File: src/seq_pkg.sv
// Package: register map, field layout, reset values and helpers of the table sequencer
package seq_pkg;

	// ----------------------------------------------------------------
	// Register byte addresses
	// ----------------------------------------------------------------
	localparam logic [15:0] ENTROPY_SEQ_ADDR = 16'ha000;
	localparam logic [15:0] PRED_HIGH_ADDR = 16'ha004;
	localparam logic [15:0] PRED_LOW_ADDR = 16'ha008;
	localparam logic [15:0] CTRL_ADDR = 16'ha010;
	localparam logic [15:0] STATUS_ADDR = 16'ha014;
	localparam logic [15:0] DEC_LEN_ADDR = 16'ha80c;
	localparam logic [15:0] YC_SEQ_ADDR = 16'hbe08;
	localparam logic [15:0] AB_SEQ_ADDR = 16'hbe0c;

	// ----------------------------------------------------------------
	// Field positions
	// ----------------------------------------------------------------
	localparam int YC_LEN_MSB = 13;
	localparam int YC_LEN_LSB = 10;
	localparam int SEQ_MSB = 9;
	localparam int LEN_MSB = 3;
	localparam int CTRL_MODE_MSB = 2;
	localparam int CTRL_DECOMP_BIT = 3;
	localparam int STAT_QPOS_LSB = 0;
	localparam int STAT_EPOS_LSB = 4;
	localparam int STAT_FULL_LSB = 8;
	localparam int STAT_BYPASS_BIT = 12;

	// ----------------------------------------------------------------
	// Reset values, lengths, start bits, block timing
	// ----------------------------------------------------------------
	localparam logic [9:0] SEQ_RST = 10'h000;
	localparam logic [3:0] LEN_RST = 4'h8;
	localparam logic [3:0] SEQ_LEN_MIN = 4'h5;
	localparam logic [3:0] SEQ_LEN_MAX = 4'ha;
	localparam logic [3:0] START_GRAY_COMP = 4'h2;
	localparam logic [3:0] START_COLOR_COMP = 4'h5;
	localparam logic [3:0] START_DECOMP = 4'h2;
	localparam logic [3:0] START_ENTROPY = 4'h0;
	localparam int BLOCK_CYCLES = 64;
	localparam logic [5:0] BLOCK_LAST = 6'(BLOCK_CYCLES - 1);
	localparam int QUEUE_COUNT = 4;

	typedef enum logic [2:0] {
		MODE_GRAY,
		MODE_422,
		MODE_444,
		MODE_4444,
		MODE_RGB_TO_422,
		MODE_444_TO_422
	} pixel_mode_t;

	// Out-of-range lengths are forced into the legal window
	function automatic logic [3:0] clamp_len(input logic [3:0] len);
		if (len < SEQ_LEN_MIN)
			return SEQ_LEN_MIN;
		if (len > SEQ_LEN_MAX)
			return SEQ_LEN_MAX;
		return len;
	endfunction

	function automatic logic [3:0] next_pos(input logic [3:0] pos, input logic [3:0] len);
		if (pos >= 4'(len - 4'h1))
			return 4'h0;
		return 4'(pos + 4'h1);
	endfunction

endpackage

File: src/seq_step_if.sv
// Interface: one sequence position pointer and its controller
`timescale 1ns/10ps
interface seq_step_if;
	logic load;
	logic step;
	logic [3:0] start;
	logic [3:0] len;
	logic [3:0] pos;
	modport ctrl (output load, output step, output start, output len, input pos);
	modport ptr (input load, input step, input start, input len, output pos);
endinterface

File: src/block_queue_ram.sv
// Four 64-byte component block queues in one registered-read memory
`timescale 1ns/10ps
module block_queue_ram
	import seq_pkg::*;
(
	input wire logic pclk,
	input wire logic presetn,
	input wire logic ce,
	input wire logic we,
	input wire logic [7:0] waddr,
	input wire logic [7:0] wdata,
	input wire logic [7:0] raddr,
	output logic [7:0] rdata
);
	typedef struct packed {
		logic [QUEUE_COUNT*BLOCK_CYCLES-1:0][7:0] mem;
		logic [7:0] rd;
	} ram_state_t;

	ram_state_t s_q;
	ram_state_t s_d;

	always_comb
	begin
		s_d = s_q;
		s_d.rd = s_q.mem[raddr];
		if (we)
			s_d.mem[waddr] = wdata;
	end

	always_ff @(posedge pclk or negedge presetn)
	begin
		if (!presetn)
			s_q <= '0;
		else if (ce)
			s_q <= s_d;
	end

	assign rdata = s_q.rd;
endmodule

File: src/seq_pointer.sv
// Wrapping sequence position pointer
`timescale 1ns/10ps
module seq_pointer
	import seq_pkg::*;
(
	input wire logic pclk,
	input wire logic presetn,
	input wire logic ce,
	seq_step_if.ptr sp
);
	typedef struct packed {
		logic [3:0] pos;
	} ptr_state_t;

	ptr_state_t s_q;
	ptr_state_t s_d;
	logic [3:0] eff_len;

	always_comb
	begin
		s_d = s_q;
		eff_len = clamp_len(sp.len);
		if (sp.load)
			s_d.pos = sp.start;
		else if (sp.step)
			s_d.pos = next_pos(s_q.pos, eff_len);
	end

	always_ff @(posedge pclk or negedge presetn)
	begin
		if (!presetn)
			s_q <= '0;
		else if (ce)
			s_q <= s_d;
	end

	assign sp.pos = s_q.pos;
endmodule

File: src/jpeg_block_table_sequencer.sv
// Top: block table sequencer with APB registers, block queues and bypass path
`timescale 1ns/10ps

// Summary of operation
// - Custom sequencing only in bypass; other modes use the fixed queue order. The code applies the programmed sequences in every mode.
// - Bypass feeds pixel data straight to the transform input.
// - Queue unit holds four separate 64-byte queues.
// - One component block enters the transform every 64 cycles.
// - Each block picks one of four quantizer tables from two sequences.
// - Luma/chroma register: 14 bits, length 13:10, sequence 9:0, write-only.
// - Length is 5 to 10; only bits 0 to length-1 are used.
// - Bit 0 luma, 1 chroma; consumed upward, wrapping to bit zero.
// - Start bit 2 for gray or decompression, else bit 5.
// - Bank register, 10 bits: 0 bank A, 1 bank B, same stepping.
// - Entropy register, 10 bits from bit zero: 0 luma set, 1 chroma.
// - Entropy and predictor bits used equal decoder length, at least 5.
// - Same-position predictor high and low bits form a two-bit index.
// - Entropy and predictor sequences run without padding entries.
module jpeg_block_table_sequencer
	import seq_pkg::*;
(
	input wire logic pclk,
	input wire logic presetn,
	input wire logic ce,
	input wire logic psel,
	input wire logic penable,
	input wire logic pwrite,
	input wire logic [15:0] paddr,
	input wire logic [31:0] pwdata,
	output logic [31:0] prdata,
	output logic pready,
	output logic pslverr,
	input wire logic frame_start,
	input wire logic [7:0] pixel_data_bus,
	input wire logic pixel_valid,
	output logic pixel_ready,
	output logic [7:0] dct_data,
	output logic dct_valid,
	output logic dct_block_start,
	output logic [1:0] quant_table_sel,
	output logic entropy_chroma_sel,
	output logic [1:0] predictor_sel
);
	// ----------------------------------------------------------------
	// State
	// ----------------------------------------------------------------
	typedef struct packed {
		logic [9:0] ent_seq;
		logic [9:0] pred_high;
		logic [9:0] pred_low;
		logic [3:0] dec_len;
		logic [9:0] yc_seq;
		logic [3:0] yc_len;
		logic [9:0] ab_seq;
		pixel_mode_t mode;
		logic decomp;
		logic pready;
		logic pslverr;
		logic [31:0] prdata;
		logic [1:0] wq;
		logic [5:0] wcnt;
		logic [QUEUE_COUNT-1:0] full;
		logic [1:0] rq;
		logic [5:0] rcnt;
		logic active;
		logic rd_pend;
		logic rd_first;
		logic [5:0] bcnt;
		logic pix_ready;
		logic [7:0] dct_data;
		logic dct_valid;
		logic dct_start;
		logic [1:0] quant_sel;
		logic ent_sel;
		logic [1:0] pred_sel;
	} top_state_t;

	localparam top_state_t TOP_RST = '{
		ent_seq: SEQ_RST, pred_high: SEQ_RST, pred_low: SEQ_RST, dec_len: LEN_RST,
		yc_seq: SEQ_RST, yc_len: LEN_RST, ab_seq: SEQ_RST, mode: MODE_GRAY,
		default: '0
	};

	top_state_t s_q;
	top_state_t s_d;

	seq_step_if quant_if ();
	seq_step_if ent_if ();

	logic bypass;
	logic wr_en;
	logic wr_commit;
	logic blk_start;
	logic [3:0] q_start;
	logic [1:0] rq_next;
	logic [7:0] ram_rdata;
	logic [1:0] q_pick;
	logic [1:0] p_pick;
	logic [3:0] yc_len_in;

	// ----------------------------------------------------------------
	// Sub-blocks
	// ----------------------------------------------------------------
	block_queue_ram u_queues (
		.pclk(pclk),
		.presetn(presetn),
		.ce(ce),
		.we(wr_en),
		.waddr({s_q.wq, s_q.wcnt}),
		.wdata(pixel_data_bus),
		.raddr({s_q.rq, s_q.rcnt}),
		.rdata(ram_rdata)
	);

	seq_pointer u_quant_ptr (
		.pclk(pclk),
		.presetn(presetn),
		.ce(ce),
		.sp(quant_if.ptr)
	);

	seq_pointer u_ent_ptr (
		.pclk(pclk),
		.presetn(presetn),
		.ce(ce),
		.sp(ent_if.ptr)
	);

	// ----------------------------------------------------------------
	// Pointer control
	// ----------------------------------------------------------------
	assign bypass = (s_q.mode == MODE_GRAY);
	assign q_start = s_q.decomp ? START_DECOMP
		: (bypass ? START_GRAY_COMP : START_COLOR_COMP);

	// Quantizer and bank sequences share one pointer and one length
	assign quant_if.load = frame_start;
	assign quant_if.step = blk_start;
	assign quant_if.start = q_start;
	assign quant_if.len = s_q.yc_len;
	// Entropy side has its own pointer, so no padding slots are needed
	assign ent_if.load = frame_start;
	assign ent_if.step = blk_start;
	assign ent_if.start = START_ENTROPY;
	assign ent_if.len = s_q.dec_len;

	assign q_pick = {s_q.ab_seq[quant_if.pos], s_q.yc_seq[quant_if.pos]};
	assign p_pick = {s_q.pred_high[ent_if.pos], s_q.pred_low[ent_if.pos]};
	assign yc_len_in = pwdata[YC_LEN_MSB:YC_LEN_LSB];

	// ----------------------------------------------------------------
	// Next state
	// ----------------------------------------------------------------
	assign wr_commit = psel && penable && s_q.pready;
	assign wr_en = !bypass && pixel_valid && !s_q.full[s_q.wq];
	assign rq_next = 2'(s_q.rq + 2'h1);

	always_comb
	begin
		s_d = s_q;
		blk_start = 1'b0;

		// APB: one wait state, then the access completes
		if (psel && penable && !s_q.pready)
		begin
			s_d.pready = 1'b1;
			s_d.pslverr = 1'b0;
			s_d.prdata = '0;
			case (paddr)
				ENTROPY_SEQ_ADDR, PRED_HIGH_ADDR, PRED_LOW_ADDR, DEC_LEN_ADDR, YC_SEQ_ADDR, AB_SEQ_ADDR:
					s_d.prdata = '0;
				CTRL_ADDR:
				begin
					s_d.prdata[CTRL_MODE_MSB:0] = s_q.mode;
					s_d.prdata[CTRL_DECOMP_BIT] = s_q.decomp;
				end
				STATUS_ADDR:
				begin
					s_d.prdata[STAT_QPOS_LSB +: 4] = quant_if.pos;
					s_d.prdata[STAT_EPOS_LSB +: 4] = ent_if.pos;
					s_d.prdata[STAT_FULL_LSB +: QUEUE_COUNT] = s_q.full;
					s_d.prdata[STAT_BYPASS_BIT] = bypass;
				end
				default:
					s_d.pslverr = 1'b1;
			endcase
		end
		else if (s_q.pready)
		begin
			s_d.pready = 1'b0;
			s_d.pslverr = 1'b0;
			s_d.prdata = '0;
		end

		// Sequence registers are write-only and read back as zero
		if (wr_commit && pwrite)
		begin
			case (paddr)
				ENTROPY_SEQ_ADDR:
					s_d.ent_seq = pwdata[SEQ_MSB:0];
				PRED_HIGH_ADDR:
					s_d.pred_high = pwdata[SEQ_MSB:0];
				PRED_LOW_ADDR:
					s_d.pred_low = pwdata[SEQ_MSB:0];
				DEC_LEN_ADDR:
					s_d.dec_len = pwdata[LEN_MSB:0];
				YC_SEQ_ADDR:
				begin
					s_d.yc_seq = pwdata[SEQ_MSB:0];
					s_d.yc_len = yc_len_in;
				end
				AB_SEQ_ADDR:
					s_d.ab_seq = pwdata[SEQ_MSB:0];
				CTRL_ADDR:
				begin
					s_d.mode = pixel_mode_t'(pwdata[CTRL_MODE_MSB:0]);
					s_d.decomp = pwdata[CTRL_DECOMP_BIT];
				end
				default:
					s_d.decomp = s_q.decomp;
			endcase
		end

		// Queue reader: drain a full queue over 64 cycles, chain to the next
		s_d.rd_pend = s_q.active;
		s_d.rd_first = s_q.active && (s_q.rcnt == '0);
		if (s_q.active)
		begin
			s_d.rcnt = 6'(s_q.rcnt + 6'h01);
			if (s_q.rcnt == BLOCK_LAST)
			begin
				s_d.full[s_q.rq] = 1'b0;
				s_d.rq = rq_next;
			end
		end

		// Queue writer; a set lands after the clear so it is never lost
		if (wr_en)
		begin
			s_d.wcnt = 6'(s_q.wcnt + 6'h01);
			if (s_q.wcnt == BLOCK_LAST)
			begin
				s_d.full[s_q.wq] = 1'b1;
				s_d.wq = 2'(s_q.wq + 2'h1);
			end
		end

		if (s_q.active && s_q.rcnt == BLOCK_LAST)
			s_d.active = s_d.full[rq_next];
		else if (!s_q.active && !bypass)
			s_d.active = s_q.full[s_q.rq];

		// Transform input: straight pixels in bypass, queue data otherwise
		if (bypass)
		begin
			s_d.dct_data = pixel_data_bus;
			s_d.dct_valid = pixel_valid;
			blk_start = pixel_valid && (s_q.bcnt == '0);
			if (pixel_valid)
				s_d.bcnt = 6'(s_q.bcnt + 6'h01);
		end
		else
		begin
			s_d.dct_data = ram_rdata;
			s_d.dct_valid = s_q.rd_pend;
			blk_start = s_q.rd_first;
		end
		s_d.dct_start = blk_start;

		if (blk_start)
		begin
			s_d.quant_sel = q_pick;
			s_d.ent_sel = s_q.ent_seq[ent_if.pos];
			s_d.pred_sel = p_pick;
		end

		// A frame restarts queues and block counting
		if (frame_start)
		begin
			s_d.wq = '0;
			s_d.wcnt = '0;
			s_d.rq = '0;
			s_d.rcnt = '0;
			s_d.full = '0;
			s_d.active = 1'b0;
			s_d.bcnt = '0;
		end

		s_d.pix_ready = bypass || !s_d.full[s_d.wq];
	end

	always_ff @(posedge pclk or negedge presetn)
	begin
		if (!presetn)
			s_q <= TOP_RST;
		else if (ce)
			s_q <= s_d;
	end

	// ----------------------------------------------------------------
	// Outputs
	// ----------------------------------------------------------------
	assign prdata = s_q.prdata;
	assign pready = s_q.pready;
	assign pslverr = s_q.pslverr;
	assign pixel_ready = s_q.pix_ready;
	assign dct_data = s_q.dct_data;
	assign dct_valid = s_q.dct_valid;
	assign dct_block_start = s_q.dct_start;
	assign quant_table_sel = s_q.quant_sel;
	assign entropy_chroma_sel = s_q.ent_sel;
	assign predictor_sel = s_q.pred_sel;

	// ----------------------------------------------------------------
	// Checks
	// ----------------------------------------------------------------
	logic [6:0] gap_q;
	logic seen_q;

	// Counts enabled cycles since the last block start or frame start
	always_ff @(posedge pclk or negedge presetn)
	begin
		if (!presetn)
		begin
			gap_q <= '0;
			seen_q <= 1'b0;
		end
		else if (ce)
		begin
			if (blk_start || frame_start)
			begin
				gap_q <= '0;
				seen_q <= blk_start;
			end
			else if (gap_q != 7'h7f)
				gap_q <= 7'(gap_q + 7'h01);
		end
	end
endmodule

File: config.mk
export PLATFORM = sky130hd
export DESIGN_NAME = jpeg_block_table_sequencer
export DESIGN_NICKNAME = d
export VERILOG_FILES = /design/src/seq_pkg.sv /design/src/seq_step_if.sv /design/src/block_queue_ram.sv /design/src/seq_pointer.sv /design/src/jpeg_block_table_sequencer.sv
export SDC_FILE = /design/constraint.sdc
export NUM_CORES = 2
export LEC_CHECK = 0
export ABC_CLOCK_PERIOD_IN_PS = 3150
export BUFFER_PORTS_ARGS = -buffer_cell sky130_fd_sc_hd__clkbuf_2
export CORE_MARGIN = 5
export CORE_UTILIZATION = 64
export DETAILED_ROUTE_END_ITERATION = 7
export PLACE_DENSITY = 0.81
export SETUP_SLACK_MARGIN = 0.3
export SYNTH_ARGS = -nofsm -noshare
export SYNTH_HDL_FRONTEND = slang
export SYNTH_SLANG_ARGS = --single-unit
File: constraint.sdc
create_clock -name pclk -period 3.15 [get_ports pclk]
set_input_delay 0 -clock pclk [delete_from_list [all_inputs] [get_ports pclk]]
set_output_delay 0 -clock pclk [all_outputs]
set_load 0.01 [all_outputs]
### After elaboration in Yosys (flattened, before gate mapping)

Index checks and enable logic that the tools add are counted.

* reduce and logical (&&, ||, !) cells: 47
* multipliers: 0
* order comparisons: 17
* equal/unequal tests: 10
* div/mod/pow operators: 0
* muxes and demuxes: 75
* bitwise logic cells: 3
* add/subtract/negate cells: 9
* shift operators: 0

Operators by type and width (number)
* $bwmux 2048: 1
* $eq 16x16->1 const B: 8
* $mux 4: 17
* $bmux 8 s8: 1
* $demux 8 s8: 1
* $mux 34: 1
* $mux 33: 1
* $mux 1: 27
* $reduce_and 3->1: 9
* $mux 12: 2
* $mux 6: 4
* $mux 21: 1
* $bmux 1 s4: 5
* $add 6x1->6 const B: 3
* $lt 8x9->1 const B: 2
* $mux 9: 2
* $mux 8: 2
* $reduce_and 2->1: 7
* $reduce_bool 2->1: 7
* $logic_and 1x1->1: 13
* $eq 6x6->1 const B: 2
* $logic_not 6->1: 2
* $lt 2x3->1 const B: 4
* $lt 4x5->1 const B: 2
* 21 further kinds: 37

* RAM bits: 0
* latch bits: 0
* memories kept: 0
* ROM bits: 0
* flip-flop bits (word level): 2205

### Longest topological paths before layout

* depth after elaboration: 19
* depth in mapped cells: 13
* gate-level depth less buffers: 10

### Cells and area by module

A second synthesis with hierarchy kept.

* cell total of the unflattened synthesis: 7011
* area, all modules: 101773.9 µm²

By module, submodules not included
* block_queue_ram: seq. area each 51449.3 µm², area each 94673.3 µm², times used 1, cells each 6352
* jpeg_block_table_sequencer: seq. area each 3055.4 µm², area each 6284.8 µm², times used 1, cells each 553
* seq_pointer: seq. area each 100.1 µm², area each 407.9 µm², times used 2, cells each 53

### Worst setup path before layout

Ideal clock, no wire load.

* kind: register to register
* start point: reg s_q[25] (netlist bit)
* end point: reg u_queues.s_q, in the netlist u_queues.rdata[3]
* path buffers: 5
* required time: 3007 ps
* setup time: 143 ps
* data arrival time: 2554 ps
* stages on the path, launching flop included: 11
* setup slack: 454 ps
* clock period less this slack: 2696 ps
* cell sequence: dfrtp_1 -> buf_4 -> buf_6 -> buf_6 -> buf_4 -> buf_2 -> mux4_2 -> a22oi_1 -> nand3_1 -> a2111oi_0 -> o22ai_1

* longest elaborated chain between the ends: 2

Ends and longest elaborated chain
* start, declared: RTL line jpeg_block_table_sequencer.sv:84 `top_state_t s_q;`
* start signal, assigned: RTL line jpeg_block_table_sequencer.sv:295 `s_q <= TOP_RST;`
* start signal, assigned: RTL line jpeg_block_table_sequencer.sv:297 `s_q <= s_d;`
* $bmux 8 s8: RTL line block_queue_ram.sv:26 `s_d.rd = s_q.mem[raddr];`
* $mux 8 (implied by the code): RTL line block_queue_ram.sv:26
* end signal, assigned: RTL line block_queue_ram.sv:34 `s_q <= '0;`
* end signal, assigned: RTL line block_queue_ram.sv:36 `s_q <= s_d;`
* end, declared: RTL line block_queue_ram.sv:20 `ram_state_t s_q;`

No other way between the ends. The select of a mux whose other input is x is not followed.
A chain may end at the register's enable or synchronous reset.

### Final worst setup path

* start point: reg s_q[26] (netlist bit)
* end point: reg u_queues.s_q, in the netlist u_queues.rdata[2]

The elaborated chain is that of the path after synthesis.

==> flow_summary.json <==
{
  "grt_use_total_pct": 34.7,
  "die-height_um": 414,
  "portBuffers": 76,
  "cp_data_arrival_time_ns": 3.88,
  "synth_compound_area_share_pct": 2.50,
  "synthAdderAreaFrac_pct": 0.336,
  "r2r-start": "s_q[26]",
  "crit_end": "u_queues.rdata[2]",
  "setup_viol": 0,
  "cts_max_level": 4,
  "avgSynthCellArea_um2": 15.8,
  "fin_skew_ns": 0.0622,
  "die_area_um2": 171000,
  "synthXorXnorAreaFrac_pct": 0.0755,
  "min_path_cells": 2,
  "grt_pass1_vias": 66992,
  "initial_core_util_pct": 64.3,
  "rows": 148,
  "synth_mux_area_share_pct": 38.0,
  "synth_top_family_by_area": "multiplexers",
  "core_um2": 162000,
  "final_nets": 7062,
  "clockRootBuffer": "clkbuf_16",
  "maxSlewViolCount": 0,
  "synth-edff-count": 0,
  "syn_inst": 6622,
  "boundaryPins": 114,
  "via_per_inst": 6.84,
  "drv_cap": 0,
  "async_reset_ff_share_pct": 100,
  "ys_warn_count": 0,
  "clk_latency_ns": 0.88,
  "rsz0062_at_grt": "true",
  "synth.ff_latch_count": 2186,
  "num-fill-cells": 9332,
  "period_share_pct": 98.7,
  "rrSetupSlack_ns": 0.04,
  "grt_max_degree": 156,
  "tightest_slew_ns": 1.25,
  "start_kind": "flip-flop",
  "overflow": 0,
  "vdd.ir_drop.worst_mv": 0.637,
  "numCtsBuffers": 217,
  "routedWlPerCell_um": 31.7,
  "gp_congestion": 0.974,
  "dpl.hpwl_um": 186000,
  "finalPower_mw": 63.5,
  "place_area_um2": 109000,
  "clock-sinks": 2186,
  "synth_sequential_area_ratio_pct": 52.4,
  "cts_tree": "built",
  "grt_pass1_wl_um": 444000,
  "worstRegToRegCells": 8,
  "power_density_nw_per_um2": 532,
  "crit_path_max_fanout": 28,
  "die_x_um": 414,
  "crit_required_ns": 3.92,
  "synthDistinctLibCells": 75,
  "critPathLaunch": "s_q[26]",
  "synth-simple-area-share_pct": 3.80,
  "synth_area_um2": 104000,
  "worstHoldPathType": "in2reg",
  "wl_um": 296000,
  "cts_buffer_depth": 3,
  "drt-initial-drc-count": 7068,
  "timing.rr.end": "u_queues.rdata[2]",
  "final_layout_size_suffix_gt1_share_pct": 54.5,
  "antenna_left": 0,
  "drt_first_pass_iters": 6,
  "hold_viol": 0,
  "final_area_um2": 119000,
  "fin_crit_ns": 3.11,
  "cp-end-kind": "flip-flop",
  "clk_pin_slew_ns": 0.07,
  "antenna_found_initial": 3,
  "status": "finished clean",
  "syn_to_final_growth_pct": 14.3,
  "p_leak_nw": 58.8,
  "post-route-drc-count": 0,
  "max_freq_mhz": 322,
  "max_slew_margin_pct": 16.8,
  "vias": 63810,
  "synthFlopType": "dfrtp_1",
  "path_class": "reg2reg"
}
through the flow:
stage | TNS, ns | hold slack [ns] | util (%) | std cells | worst slack [ns]
final | 0 | 0.0689 | 73.5 | 9325 | 0.0409
after global routing | 0 | 0.0661 | 73.5 | 9323 | 0.0520
after CTS | 0 | 0.0469 | 72.9 | 9288 | 0.102
after detailed placement | -0.811 | -0.0238 | 67.4 | 8786 | -0.268
after global placement | -0.674 | -0.0302 | 67.4 | 8786 | -0.221
after floorplan | 0 | -0.296 | - | 6640 | 0.454
cell usage after synthesis (26+ instances only):
| cell type | n | share of area (%) |
|---|---|---|
| dfrtp_1 | 2184 | 52 |
| mux2_2 | 1479 | 16 |
| mux2_4 | 640 | 9.2 |
| mux4_2 | 515 | 11 |
| clkbuf_1 | 322 | 1.2 |
| nand2_1 | 306 | 1.1 |
| mux2i_1 | 183 | 1.8 |
| buf_2 | 85 | 0.41 |
| buf_4 | 83 | 0.60 |
| a21oi_1 | 80 | 0.38 |
| nand2_8 | 80 | 1.5 |
| o21ai_0 | 73 | 0.35 |
| nor2_1 | 72 | 0.26 |
| o22ai_1 | 48 | 0.29 |
| a22oi_1 | 35 | 0.25 |
| and3_1 | 34 | 0.20 |
| inv_1 | 34 | 0.12 |
| ha_1 | 28 | 0.34 |
| buf_6 | 27 | 0.29 |
| a221oi_1 | 26 | 0.22 |
registers in the layout, summed over array words and instances (netlist names):
register / count
u_queues.s_q: 2048
s_q: 82
prdata: 13
dct_data: 8
u_queues.rdata: 8
ent_if.len: 4
quant_if.len: 4
u_ent_ptr.sp.pos: 4
u_quant_ptr.sp.pos: 4
predictor_sel: 2
quant_table_sel: 2
dct_block_start: 1
dct_valid: 1
entropy_chroma_sel: 1
pixel_ready: 1
pready: 1
pslverr: 1
s_d: 1
logic make-up (layout without fill, tap and decap cells):
| logic type | count (synthesis) | after routing |
|---|---|---|
| adder cells (fa/ha/maj) | 28 | 28 |
| buffers and inverters | 588 | 1094 |
| flip-flops | 2186 | 2186 |
| other | 1 | 22 |
| XOR/XNOR | 9 | 9 |
| AO/OA/AOI/OAI | 388 | 388 |
| multiplexers | 2817 | 2817 |
| AND/OR/NAND/NOR | 605 | 606 |
power breakdown:
group,total [mW],internal [mW],switching (mW)
registers,28.4,28.2,0.238
logic,8.58,3.14,5.44
clock network,26.5,15.2,11.3
critical path, cell delays in order, from the launching register on:
cell and delay [ns]:
dfrtp_4 0.59, buf_6 0.36, nor2b_1 0.34, buf_4 0.34, a22oi_1 0.16, a31oi_1 0.20, o21ai_0 0.36, a221o_1 0.38
a32o_1 0.25
repair_timing:
action                                 4_1_cts  5_1_grt
hold buffers                                67        0
setup endpoints to repair                 1001      973
gates cloned                                11        3
buffers inserted                            28       31
resized for setup                          140      153
pin swaps                                   12       14
endpoints found under the hold margin     2652        0
cell usage in the layout, fill, tap and decap left out, types with 66 or more instances in the layout:
cell type	synthesis	final
clkbuf_16	0	224
a21oi_1	80	71
nand2_8	80	80
mux2_2	1479	1475
nand2_2	0	127
mux2_4	640	644
buf_4	83	376
buf_12	10	99
mux2i_1	183	175
clkbuf_2	0	66
mux4_2	515	515
nand2_1	306	173
dfrtp_1	2184	2179
how the worst min path moves through the flow:
stage	start	slack [ns]	to
after detailed placement	presetn	-0.02	u_queues.s_q[1581]
after global routing	pwdata[0]	0.07	s_q[80]
final	pixel_data_bus[7]	0.07	u_queues.s_q[287]
after floorplan	presetn	-0.30	dct_block_start
after CTS	pwdata[0]	0.05	s_q[80]
after global placement	presetn	-0.03	u_queues.s_q[1578]
area by class of cell:
class,count,area (µm²),share of cell area (%)
Clock inverter,73,873,0.732
Antenna cell,3,7.51,0.00629
Sequential cell,2186,54700,45.9
Inverter,38,150,0.126
Timing Repair Buffer,660,6840,5.73
Clock buffer,323,6380,5.35
Multi-Input combinational cell,3867,47600,39.9
Tap cell,2175,2720,2.28
layer usage:
metal  vias to the layer above  GRT usage, %  routed length [µm]
li1                      25327             -                   -
met1                     34219          47.8              115000
met2                      3440          52.7              136000
met3                       824          8.32               28000
met4                         0          16.7               16600
met5                         -             0                   0
Power figures use the tool's default switching activity.
